[src/hdl/err_report_pkg.sv]
// Constants for the error-reporting register bank
package err_report_pkg;
  localparam int ADDR_W = 8;
  localparam int DATA_W = 16;
  // Register offsets
  localparam logic [7:0] ERR_STATUS_ENABLE_OFF = 8'h36;
  localparam logic [7:0] DMA_ERROR_STATUS_OFF = 8'h54;
  localparam logic [7:0] ERR_FLAGS_OFF = 8'h30;
  localparam logic [7:0] IRQ_STATUS_OFF = 8'h60;
  localparam logic [7:0] IRQ_MASK_OFF = 8'h62;
  localparam logic [7:0] XFER_CFG_OFF = 8'h64;
  localparam logic [7:0] BLOCK_SIZE_OFF = 8'h66;
  localparam logic [7:0] BLOCK_COUNT_OFF = 8'h68;
  // Reset values
  localparam logic [15:0] ERR_ENABLE_RST = 16'h0000;
  localparam logic [7:0] DMA_ERR_RST = 8'h00;
  // Enable field positions
  localparam int CMD_TIMEOUT_BIT = 0;
  localparam int CMD_CRC_BIT = 1;
  localparam int CMD_END_BIT = 2;
  localparam int CMD_INDEX_BIT = 3;
  localparam int DAT_TIMEOUT_BIT = 4;
  localparam int DAT_CRC_BIT = 5;
  localparam int DAT_END_BIT = 6;
  localparam int CUR_LIMIT_BIT = 7;
  localparam int AUTO_CMD_BIT = 8;
  localparam int DESC_DMA_BIT = 9;
  localparam int BOOT_ACK_BIT = 12;
  localparam logic [15:0] ENABLE_WMASK = 16'h13ff;
  // DMA error register fields
  localparam int LEN_MISMATCH_BIT = 2;
  localparam int ERR_STATE_LSB = 0;
  // Transfer config bits
  localparam int BLOCK_COUNT_EN_BIT = 0;
  localparam int EMMC_MODE_BIT = 1;
  // Interrupt status bits
  localparam int IRQ_ERR_BIT = 0;
  localparam int IRQ_DMA_BIT = 1;
  localparam int IRQ_W = 2;
  // Descriptor engine state encodings
  localparam logic [1:0] STATE_STOPPED = 2'h0;
  localparam logic [1:0] STATE_FETCH_DESCRIPTOR = 2'h1;
  localparam logic [1:0] STATE_RESERVED = 2'h2;
  localparam logic [1:0] STATE_TRANSFER_DATA = 2'h3;
endpackage : err_report_pkg

[src/hdl/irq_gate.sv]
`timescale 1ns/1ps
// Sticky interrupt status, write-one-to-clear, with mask
module irq_gate
  import err_report_pkg::*;
#(
  parameter int N = IRQ_W
)
(
  input wire logic clk,
  input wire logic rst,
  input wire logic [N-1:0] event_in,
  input wire logic [N-1:0] clear_in,
  input wire logic [N-1:0] mask_in,
  output logic [N-1:0] status,
  output logic irq
);
  if (N < 1)
  begin : g_n_check
    $error("irq_gate: N must be at least 1");
  end

  logic [N-1:0] status_d;
  logic [N-1:0] status_q;
  logic irq_d;
  logic irq_q;

  always_comb
  begin
    // Set wins over a clear in the same cycle
    status_d = (status_q & ~clear_in) | event_in;
    irq_d = |(status_d & mask_in);
  end

  always_ff @(posedge clk)
  begin
    if (rst)
    begin
      status_q <= '0;
      irq_q <= 1'b0;
    end
    else
    begin
      status_q <= status_d;
      irq_q <= irq_d;
    end
  end

  assign status = status_q;
  assign irq = irq_q;
endmodule : irq_gate

[src/hdl/length_check.sv]
`timescale 1ns/1ps
// Descriptor total length checker against block count and block size
module length_check
  import err_report_pkg::*;
#(
  parameter int LEN_W = 32
)
(
  input wire logic [LEN_W-1:0] total_len,
  input wire logic [15:0] block_size,
  input wire logic [15:0] block_count,
  input wire logic block_count_enable,
  output logic mismatch
);
  // Count times size needs the full 32 bits to stay exact
  if (LEN_W < 32)
  begin : g_len_w_check
    $error("length_check: LEN_W must be at least 32");
  end

  logic [LEN_W-1:0] expected;
  logic not_multiple;
  logic count_diff;

  always_comb
  begin
    expected = LEN_W'(block_count) * LEN_W'(block_size);
    // A zero block size cannot divide anything: treat as a mismatch
    not_multiple = (block_size == 16'h0000) ? 1'b1 :
                   ((total_len % LEN_W'(block_size)) != '0);
    count_diff = block_count_enable && (total_len != expected);
    mismatch = count_diff || not_multiple;
  end
endmodule : length_check

[src/hdl/sdmmc_host_error_reporting.sv]
`timescale 1ns/1ps
// Error enable gating and descriptor-DMA error capture register bank

// What this block does
// Enable bit 12 passes or masks the boot acknowledge error flag
// Boot acknowledge error enable only acts in embedded card mode
// Enable bit 9 passes or masks the descriptor-DMA error flag
// Enable bit 8 passes or masks the automatic command error flag
// Enable bit 7 passes or masks the current limit error flag
// Enable bit 6 passes or masks the data end bit error flag
// Bit 2 flags total length unequal to count times size when counting
// Bit 2 also flags total length not a multiple of block size
// Bits 1:0 capture the descriptor engine state when an error occurs
// State codes: 0 stopped, 1 descriptor fetch, 3 data transfer
// The state field never reports the reserved value 2
// Enable bits 5 to 0 pass or mask the command and data flags
module sdmmc_host_error_reporting
  import err_report_pkg::*;
(
  input wire logic clk,
  input wire logic rst,
  input wire logic [ADDR_W-1:0] addr,
  input wire logic [DATA_W-1:0] wdata,
  input wire logic wr_en,
  input wire logic rd_en,
  output logic [DATA_W-1:0] rdata,
  input wire logic [15:0] error_events,
  input wire logic dma_error,
  input wire logic [1:0] dma_engine_state,
  input wire logic [31:0] desc_total_len,
  output logic [15:0] error_status_flags,
  output logic irq
);
  logic [15:0] enable_d;
  logic [15:0] enable_q;
  logic [15:0] flags_d;
  logic [15:0] flags_q;
  logic len_mis_d;
  logic len_mis_q;
  logic [1:0] err_state_d;
  logic [1:0] err_state_q;
  logic [1:0] cfg_d;
  logic [1:0] cfg_q;
  logic [15:0] bsize_d;
  logic [15:0] bsize_q;
  logic [15:0] bcount_d;
  logic [15:0] bcount_q;
  logic [IRQ_W-1:0] mask_d;
  logic [IRQ_W-1:0] mask_q;
  logic [DATA_W-1:0] rdata_d;
  logic [DATA_W-1:0] rdata_q;
  logic [15:0] gate;
  logic [15:0] flag_clr;
  logic [IRQ_W-1:0] irq_clr;
  logic [IRQ_W-1:0] irq_evt;
  logic [IRQ_W-1:0] irq_status;
  logic irq_w;
  logic mismatch;
  logic [1:0] state_legal;

  length_check #(
    .LEN_W(32)
  ) u_len (
    .total_len(desc_total_len),
    .block_size(bsize_q),
    .block_count(bcount_q),
    .block_count_enable(cfg_q[BLOCK_COUNT_EN_BIT]),
    .mismatch(mismatch)
  );

  irq_gate #(
    .N(IRQ_W)
  ) u_irq (
    .clk(clk),
    .rst(rst),
    .event_in(irq_evt),
    .clear_in(irq_clr),
    .mask_in(mask_q),
    .status(irq_status),
    .irq(irq_w)
  );

  // Per-flag gating of the error status register
  always_comb
  begin
    gate = enable_q & ENABLE_WMASK;
    // Boot acknowledge only has meaning on an embedded card
    gate[BOOT_ACK_BIT] = enable_q[BOOT_ACK_BIT] &&
                         cfg_q[EMMC_MODE_BIT];
  end

  // Register writes and error capture
  always_comb
  begin
    enable_d = enable_q;
    cfg_d = cfg_q;
    bsize_d = bsize_q;
    bcount_d = bcount_q;
    mask_d = mask_q;
    flag_clr = 16'h0000;
    irq_clr = '0;
    if (wr_en)
    begin
      if (addr == ERR_STATUS_ENABLE_OFF)
        enable_d = wdata & ENABLE_WMASK;
      else if (addr == ERR_FLAGS_OFF)
        flag_clr = wdata;
      else if (addr == IRQ_STATUS_OFF)
        irq_clr = wdata[IRQ_W-1:0];
      else if (addr == IRQ_MASK_OFF)
        mask_d = wdata[IRQ_W-1:0];
      else if (addr == XFER_CFG_OFF)
        cfg_d = wdata[1:0];
      else if (addr == BLOCK_SIZE_OFF)
        bsize_d = wdata;
      else if (addr == BLOCK_COUNT_OFF)
        bcount_d = wdata;
    end
    // Masked events never latch; set wins over a write-one clear
    flags_d = (flags_q & ~flag_clr) | (error_events & gate);
    state_legal = (dma_engine_state == STATE_RESERVED) ?
                  STATE_TRANSFER_DATA : dma_engine_state;
    len_mis_d = len_mis_q;
    err_state_d = err_state_q;
    if (dma_error)
    begin
      err_state_d = state_legal;
      len_mis_d = mismatch;
    end
    irq_evt[IRQ_ERR_BIT] = |(error_events & gate);
    irq_evt[IRQ_DMA_BIT] = dma_error;
  end

  // Read mux
  always_comb
  begin
    rdata_d = 16'h0000;
    if (rd_en)
    begin
      if (addr == ERR_STATUS_ENABLE_OFF)
        rdata_d = enable_q;
      else if (addr == DMA_ERROR_STATUS_OFF)
        rdata_d = {13'h0000, len_mis_q, err_state_q};
      else if (addr == ERR_FLAGS_OFF)
        rdata_d = flags_q;
      else if (addr == IRQ_STATUS_OFF)
        rdata_d = {{(DATA_W-IRQ_W){1'b0}}, irq_status};
      else if (addr == IRQ_MASK_OFF)
        rdata_d = {{(DATA_W-IRQ_W){1'b0}}, mask_q};
      else if (addr == XFER_CFG_OFF)
        rdata_d = {14'h0000, cfg_q};
      else if (addr == BLOCK_SIZE_OFF)
        rdata_d = bsize_q;
      else if (addr == BLOCK_COUNT_OFF)
        rdata_d = bcount_q;
    end
  end

  always_ff @(posedge clk)
  begin
    if (rst)
    begin
      enable_q <= ERR_ENABLE_RST;
      flags_q <= 16'h0000;
      len_mis_q <= DMA_ERR_RST[LEN_MISMATCH_BIT];
      err_state_q <= STATE_STOPPED;
      cfg_q <= 2'h0;
      bsize_q <= 16'h0000;
      bcount_q <= 16'h0000;
      mask_q <= '0;
      rdata_q <= 16'h0000;
    end
    else
    begin
      enable_q <= enable_d;
      flags_q <= flags_d;
      len_mis_q <= len_mis_d;
      err_state_q <= err_state_d;
      cfg_q <= cfg_d;
      bsize_q <= bsize_d;
      bcount_q <= bcount_d;
      mask_q <= mask_d;
      rdata_q <= rdata_d;
    end
  end

  assign rdata = rdata_q;
  assign error_status_flags = flags_q;
  assign irq = irq_w;

  // Command and data flags share one gating scheme, checked bit by bit
  for (genvar b = CMD_TIMEOUT_BIT; b <= DAT_CRC_BIT; b = b + 1)
  begin : g_low_flags

  end
endmodule : sdmmc_host_error_reporting
[config.mk]
export PLATFORM = sky130hd
export DESIGN_NAME = sdmmc_host_error_reporting
export DESIGN_NICKNAME = d
export VERILOG_FILES = /design/src/hdl/err_report_pkg.sv /design/src/hdl/irq_gate.sv /design/src/hdl/length_check.sv /design/src/hdl/sdmmc_host_error_reporting.sv
export SDC_FILE = /design/constraint.sdc
export NUM_CORES = 2
export LEC_CHECK = 0
export BUFFER_PORTS_ARGS = -buffer_cell sky130_fd_sc_hd__buf_2
export CAP_MARGIN = 20
export CELL_PAD_IN_SITES_DETAIL_PLACEMENT = 1
export CELL_PAD_IN_SITES_GLOBAL_PLACEMENT = 2
export CORE_ASPECT_RATIO = 0.5
export CORE_MARGIN = 1.5
export CORE_UTILIZATION = 40
export CTS_CLUSTER_SIZE = 20
export DETAILED_ROUTE_END_ITERATION = 10
export GPL_ROUTABILITY_DRIVEN = 0
export PLACE_DENSITY = 0.94
export SYNTH_ARGS = -nofsm -noshare
export SYNTH_HDL_FRONTEND = slang
export SYNTH_SLANG_ARGS = --single-unit
[constraint.sdc]
create_clock -name clk -period 330.9 [get_ports clk]
set_input_delay 66.18 -clock clk [delete_from_list [all_inputs] [get_ports clk]]
set_output_delay 66.18 -clock clk [all_outputs]
set_load 0.005 [all_outputs]
Word-level counts from Yosys, hierarchy flattened
Index checks and enable logic that the tools add are counted.
- register bits: 85
- latch bits: 0
- logic and storage cells: 70
- memory bits (writable): 0
- output and inout port bits: 33
- memories: 0
- bits of input ports: 79
- ROM bits: 0
- add/sub/neg operators: 0
- div/mod/pow operators: 1
- multipliers: 1
- shifts and indexed selects: 0
- reduce and logical (&&, ||, !) cells: 14
- $lt $le $gt $ge: 0
- equal/unequal tests: 10
- bitwise operators: 15
- mux-type cells: 17
- operator list (cell ; count):
    $mux 16 ; 9
    $eq 8x7->1 const B ; 6
    $mod 32x16->32 ; 1
    $mul 16x16->32 ; 1
    $ne 32x32->1 ; 1
    $reduce_bool 32->1 ; 1
    $mux 13 ; 2
    $and 16x13->16 ; 1
    $and 16x16->16 ; 1
    $eq 8x6->1 const B ; 2
    $logic_not 16->1 ; 1
    $not 16->16 ; 1
    $or 16x16->16 ; 1
    $reduce_or 16->1 ; 1
    $mux 2 ; 5
    $reduce_and 8->1 ; 1
    $not 1->1 ; 7
    $reduce_and 7->1 ; 1
    $reduce_and 6->1 ; 1
    $reduce_and 5->1 ; 1
    $and 2x2->2 ; 2
    $reduce_or 2->1 ; 2
    $reduce_or 4->1 ; 1
    $eq 2x2->1 const B ; 1
    other kinds (6) ; 7

Logic depth before layout (Yosys ltp)
- word-level depth: 10
- gate-level depth with buffers: 485
- mapped depth without buffers: 440

Cells and area by module
A second synthesis with hierarchy kept.
- cell total of the unflattened synthesis: 4731
- area, all modules: 36349.9 um2
- by module, submodules not included (module ; cells each ; area each (um2) ; times used ; sequential area each (um2)):
    length_check ; 4333 ; 32688.9 ; 1 ; 0.0
    sdmmc_host_error_reporting ; 388 ; 3539.6 ; 1 ; 1641.6
    irq_gate ; 10 ; 121.4 ; 1 ; 60.1

Least setup slack after synthesis
Ideal clock, no wire load.
- path kind: input-to-reg
- start point: in desc_total_len[31]
- end point: reg len_mis_q
- setup time: 0.131 ns
- arrival time: 158.662 ns
- required time: 330.769 ns
- slack: 172.107 ns
- stages on the path: 464
- path buffers: 52
- path through: ha_1 -> a31oi_1 -> a31oi_1 -> ha_1 -> nor3b_1 -> and4b_1 -> a41oi_1 -> nor3_1 -> o21bai_1 -> ha_1 -> o211ai_1 -> a211oi_1 -> and2_1 -> o31ai_1 -> a21oi_1 -> inv_1 -> ha_1 -> or3_1 -> [... 428 more ...] -> nand2b_1 -> a21oi_1 -> o21bai_1 -> a21o_1 -> a21o_1 -> a21o_1 -> a21o_1 -> a21o_1 -> a21oi_1 -> nor2b_1 -> o21ai_0 -> nand2b_1 -> a21oi_1 -> a32oi_1 -> o21ai_0 -> a22oi_1 -> o41ai_1 -> nand3_1
- longest elaborated chain between the ends: 4
- elaborated cells between the ends (all ways): 6
- those cells by class: div: 1; eq/ne: 1; mux: 1; reduce/logical: 3
- RTL lines (element ; line ; RTL):
    start, declared ; sdmmc_host_error_reporting.sv:30 ; input wire logic [31:0] desc_total_len,
    $mod 32x16->32 ; length_check.sv:30 ; ((total_len % LEN_W'(block_size)) != '0);
    $reduce_bool 32->1 ; length_check.sv:30 ;
    $mux 1 ; length_check.sv:29 ; not_multiple = (block_size == 16'h0000) ? 1'b1 :
    $logic_or 1x1->1 * ; length_check.sv:32 ; mismatch = count_diff || not_multiple;
    end signal, assigned ; sdmmc_host_error_reporting.sv:165 ; len_mis_q <= DMA_ERR_RST[LEN_MISMATCH_BIT];
    end signal, assigned ; sdmmc_host_error_reporting.sv:177 ; len_mis_q <= len_mis_d;
    end, declared ; sdmmc_host_error_reporting.sv:39 ; logic len_mis_q;
Mark *: on every way between the ends. The rest lies on a longest branch, timed or not.
A chain may end at the register's enable or synchronous reset.

Worst setup path after layout
- start point: in desc_total_len[12]
- end point: reg len_mis_q
The elaborated chain is that of the path after synthesis.

==> impl_metrics.yaml <==
status:
  status: "finished, final reports clean"
detailed_routing:
  routedWlPerCell_um: 19.93
  top_layer_used: "met4"
  drt-initial-drc-count: 2051
  wl_um: 119200
  drc_errors: 0
  viasPerCell: 5.984
  via_count: 35800
  drt-met1-wl_um: 53720
  drtPass1Iterations: 8
  route.met3.wl_um: 4574
  met2_length_um: 58070
  ant_nets: 0
synthesis:
  synth.ff_latch_count: 85
  synth_commonest_cells: "ha_1, nand2_1, nor2_1, inv_1, a21oi_1"
  synth.net_count: 5557
  synth_top_cell_by_area: "ha_1"
  synthCells: 4786
  syn_area_mm2: 0.03594
  avgSynthCellArea_um2: 7.509
  synth_edf_count: 0
  synth_most_common_cell: "ha_1"
  yosysSeqAreaShare: 0.04735
  synthFlopType: "dfxtp_1"
  ys.warnings.count: 0
  async_flop_share: 0
  synth_top_area_share: 0.1730
  synth_cell_type_count: 125
  synth_area_leaders: "ha_1, fa_1, and2_1"
worst_setup_path:
  path_max_fanout: 31
  critical_path.startpoint_type: "primary input"
  cpMaxStageDelayCell: "nor2b_1"
  cp_slowest_stage_delay_ns: 0.78
  critPathBufInv: 24
  crit_type: "primary input to register"
  worstPathArrival_ns: 170.29
  worst_path_most_repeated_cell: "o21a_1"
  critPathRequiredTime_ns: 331.02
  endpoint_kind: "register"
  cpLargestDelayFamily: "compound AO/OA/AOI/OAI gates"
floorplan:
  start_util: 0.4054
  die_x_um: 426.9
  rows: 77
  die_area_mm2: 0.09176
  io_pins: 112
  dieHeight_um: 214.9
  coreArea_mm2: 0.08864
layout:
  final_layout_size_suffix_gt1_frac: 0.09006
  areaGrowthSynthToFinish_pct: 6.121
  antenna_cells: 0
  nNetsFinal: 5563
  fill_cells: 11090
hold_path:
  hold_path.class: "register to register"
clocking:
  clk_latency_ns: 0.35
  cts_root_buffer: "clkbuf_16"
  cts_made_buffers: 9
  post_cts_resized: 0
  cts_hold_buf: 0
  clk_path_buf_depth: 2
  post_cts_buffers: 0
  cts_htree_levels: 3
  clk_pin_slew_worst_paths_ns: 0.07
  cts.sinks: 85
  cts_tree: "built"
timing:
  fin_crit_sh: 0.5142
  setup_viol: 0
  hold_viol_final: 0
  slew_headroom: 0.2635
  clock.fmax_mhz: 5.877
  fin_setup_tns_ns: 0
  final_max_slew_viol_count: 0
  fin_skew_ns: 0.008703
  fin_crit_ns: 170.16
  tightest_slew_ns: 1.105
  rsz0062_at_grt: "false"
global_routing:
  grt_pass1_vias: 37900
  grt_max_degree: 71
  grt_overflow: 0
  antenna_found_initial: 0
  grt_pass1_wl_um: 195600
  grtUsageTotal: 0.2549
placed_design:
  dp_hpwl_um: 97120
  port_buffers: 106
job:
  cap_violations: 0
cell usage in the layout, fill, tap and decap left out, drive strengths merged, types with 12 or more instances in the layout:
cell     Yosys  routed
ha         497     497
nand2      395     395
nor2       375     375
inv        349     352
a21oi      323     323
and2       283     283
nor3       216     216
o21a       200     200
fa         195     195
o21ai      188     188
xnor2      182     182
buf         31     169
a21o       138     138
nand3      112     112
xor2        94      94
mux2        94      94
o31ai       89      89
dfxtp       85      85
or2         65      65
mux2i       52      52
o211ai      50      50
nand2b      48      48
nor2b       41      41
nand4       38      38
or3         38      38
a31oi       38      38
nor4        35      35
and3        32      32
a211oi      28      28
a21boi      27      27
o21bai      20      20
and4        17      17
a222oi      16      16
o211a       15      15
or4         14      14
a211o       12      12
o2111ai     12      12
a2111oi     12      12
state kept, by name, summed over array words and instances, names as in the netlist:
register and cells:
u_irq.irq 1, bcount_q 16, err_state_q 2, bsize_q 16, enable_q 11, cfg_q 2, len_mis_q 1, error_status_flags 16
u_irq.status 2, mask_q 2, rdata 16
layout make-up:
type	instances	area [µm²]	share of cell area
clock inverters	7	128.9	0.003379
repair buffers	170	1017	0.02667
clock buffers	9	225.2	0.005906
flip-flops and latches	85	1702	0.04462
well taps	1185	1483	0.03888
inverters	349	1310	0.03435
multi-input cells	4177	32270	0.8462
layer usage:
| layer | GRT usage | vias up |
|---|---|---|
| met1 | 0.3306 | 17730 |
| met3 | 0.01819 | 185 |
| li1 | - | 17200 |
| met5 | 0 | - |
| met2 | 0.4547 | 684 |
| met4 | 0.06454 | 0 |
stage by stage:
stage | hold WS, ns | area [µm²] | setup slack [ns] | util | instances
6_report | 0.4774 | 38140 | 160.74 | 0.4303 | 5982
5_1_grt | 0.4948 | 38140 | 152.92 | 0.4303 | 5982
3_3_place_gp | 0.4572 | 37750 | 164.47 | 0.4258 | 5962
2_1_floorplan | 0.4462 | 35940 | 172.11 | - | 4786
3_5_place_dp | 0.4673 | 37760 | 161.36 | 0.4260 | 5963
4_1_cts | 0.4793 | 38110 | 161.34 | 0.4300 | 5979
logic make-up after synthesis:
group | synth area share
and+or+nand+nor | 0.2501
AOI/OAI and AO/OA | 0.2517
adders and majority gates | 0.2820
buffers and inverters | 0.05578
xor gates and xnor gates | 0.06769
muxes | 0.04540
DFF | 0.04735
worst register-to-register path, delay by kind of cell (launching register included):
kind / cells / cell delay (ns)
AOI/OAI and AO/OA: 272 / 66.55
and+or+nand+nor: 92 / 21.95
adders and majority gates: 31 / 10.11
buffers and inverters: 23 / 3.90
muxes: 6 / 2.16
DFF: 1 / 0.59
xor gates and xnor gates: 1 / 0.09
final timing paths:
kind	from	depth (start not counted)	to	slack (ns)
hold / removal	error_status_flags[1]	2	error_status_flags[1]	0.48
setup reg to reg	bsize_q[7]	425	len_mis_q	225.38
setup / recovery	desc_total_len[12]	421	len_mis_q	160.74
hold reg to reg	error_status_flags[1]	2	error_status_flags[1]	0.48
Power is not shown: default switching activity piles up to over one toggle a cycle in this logic, so the estimate is an artifact.
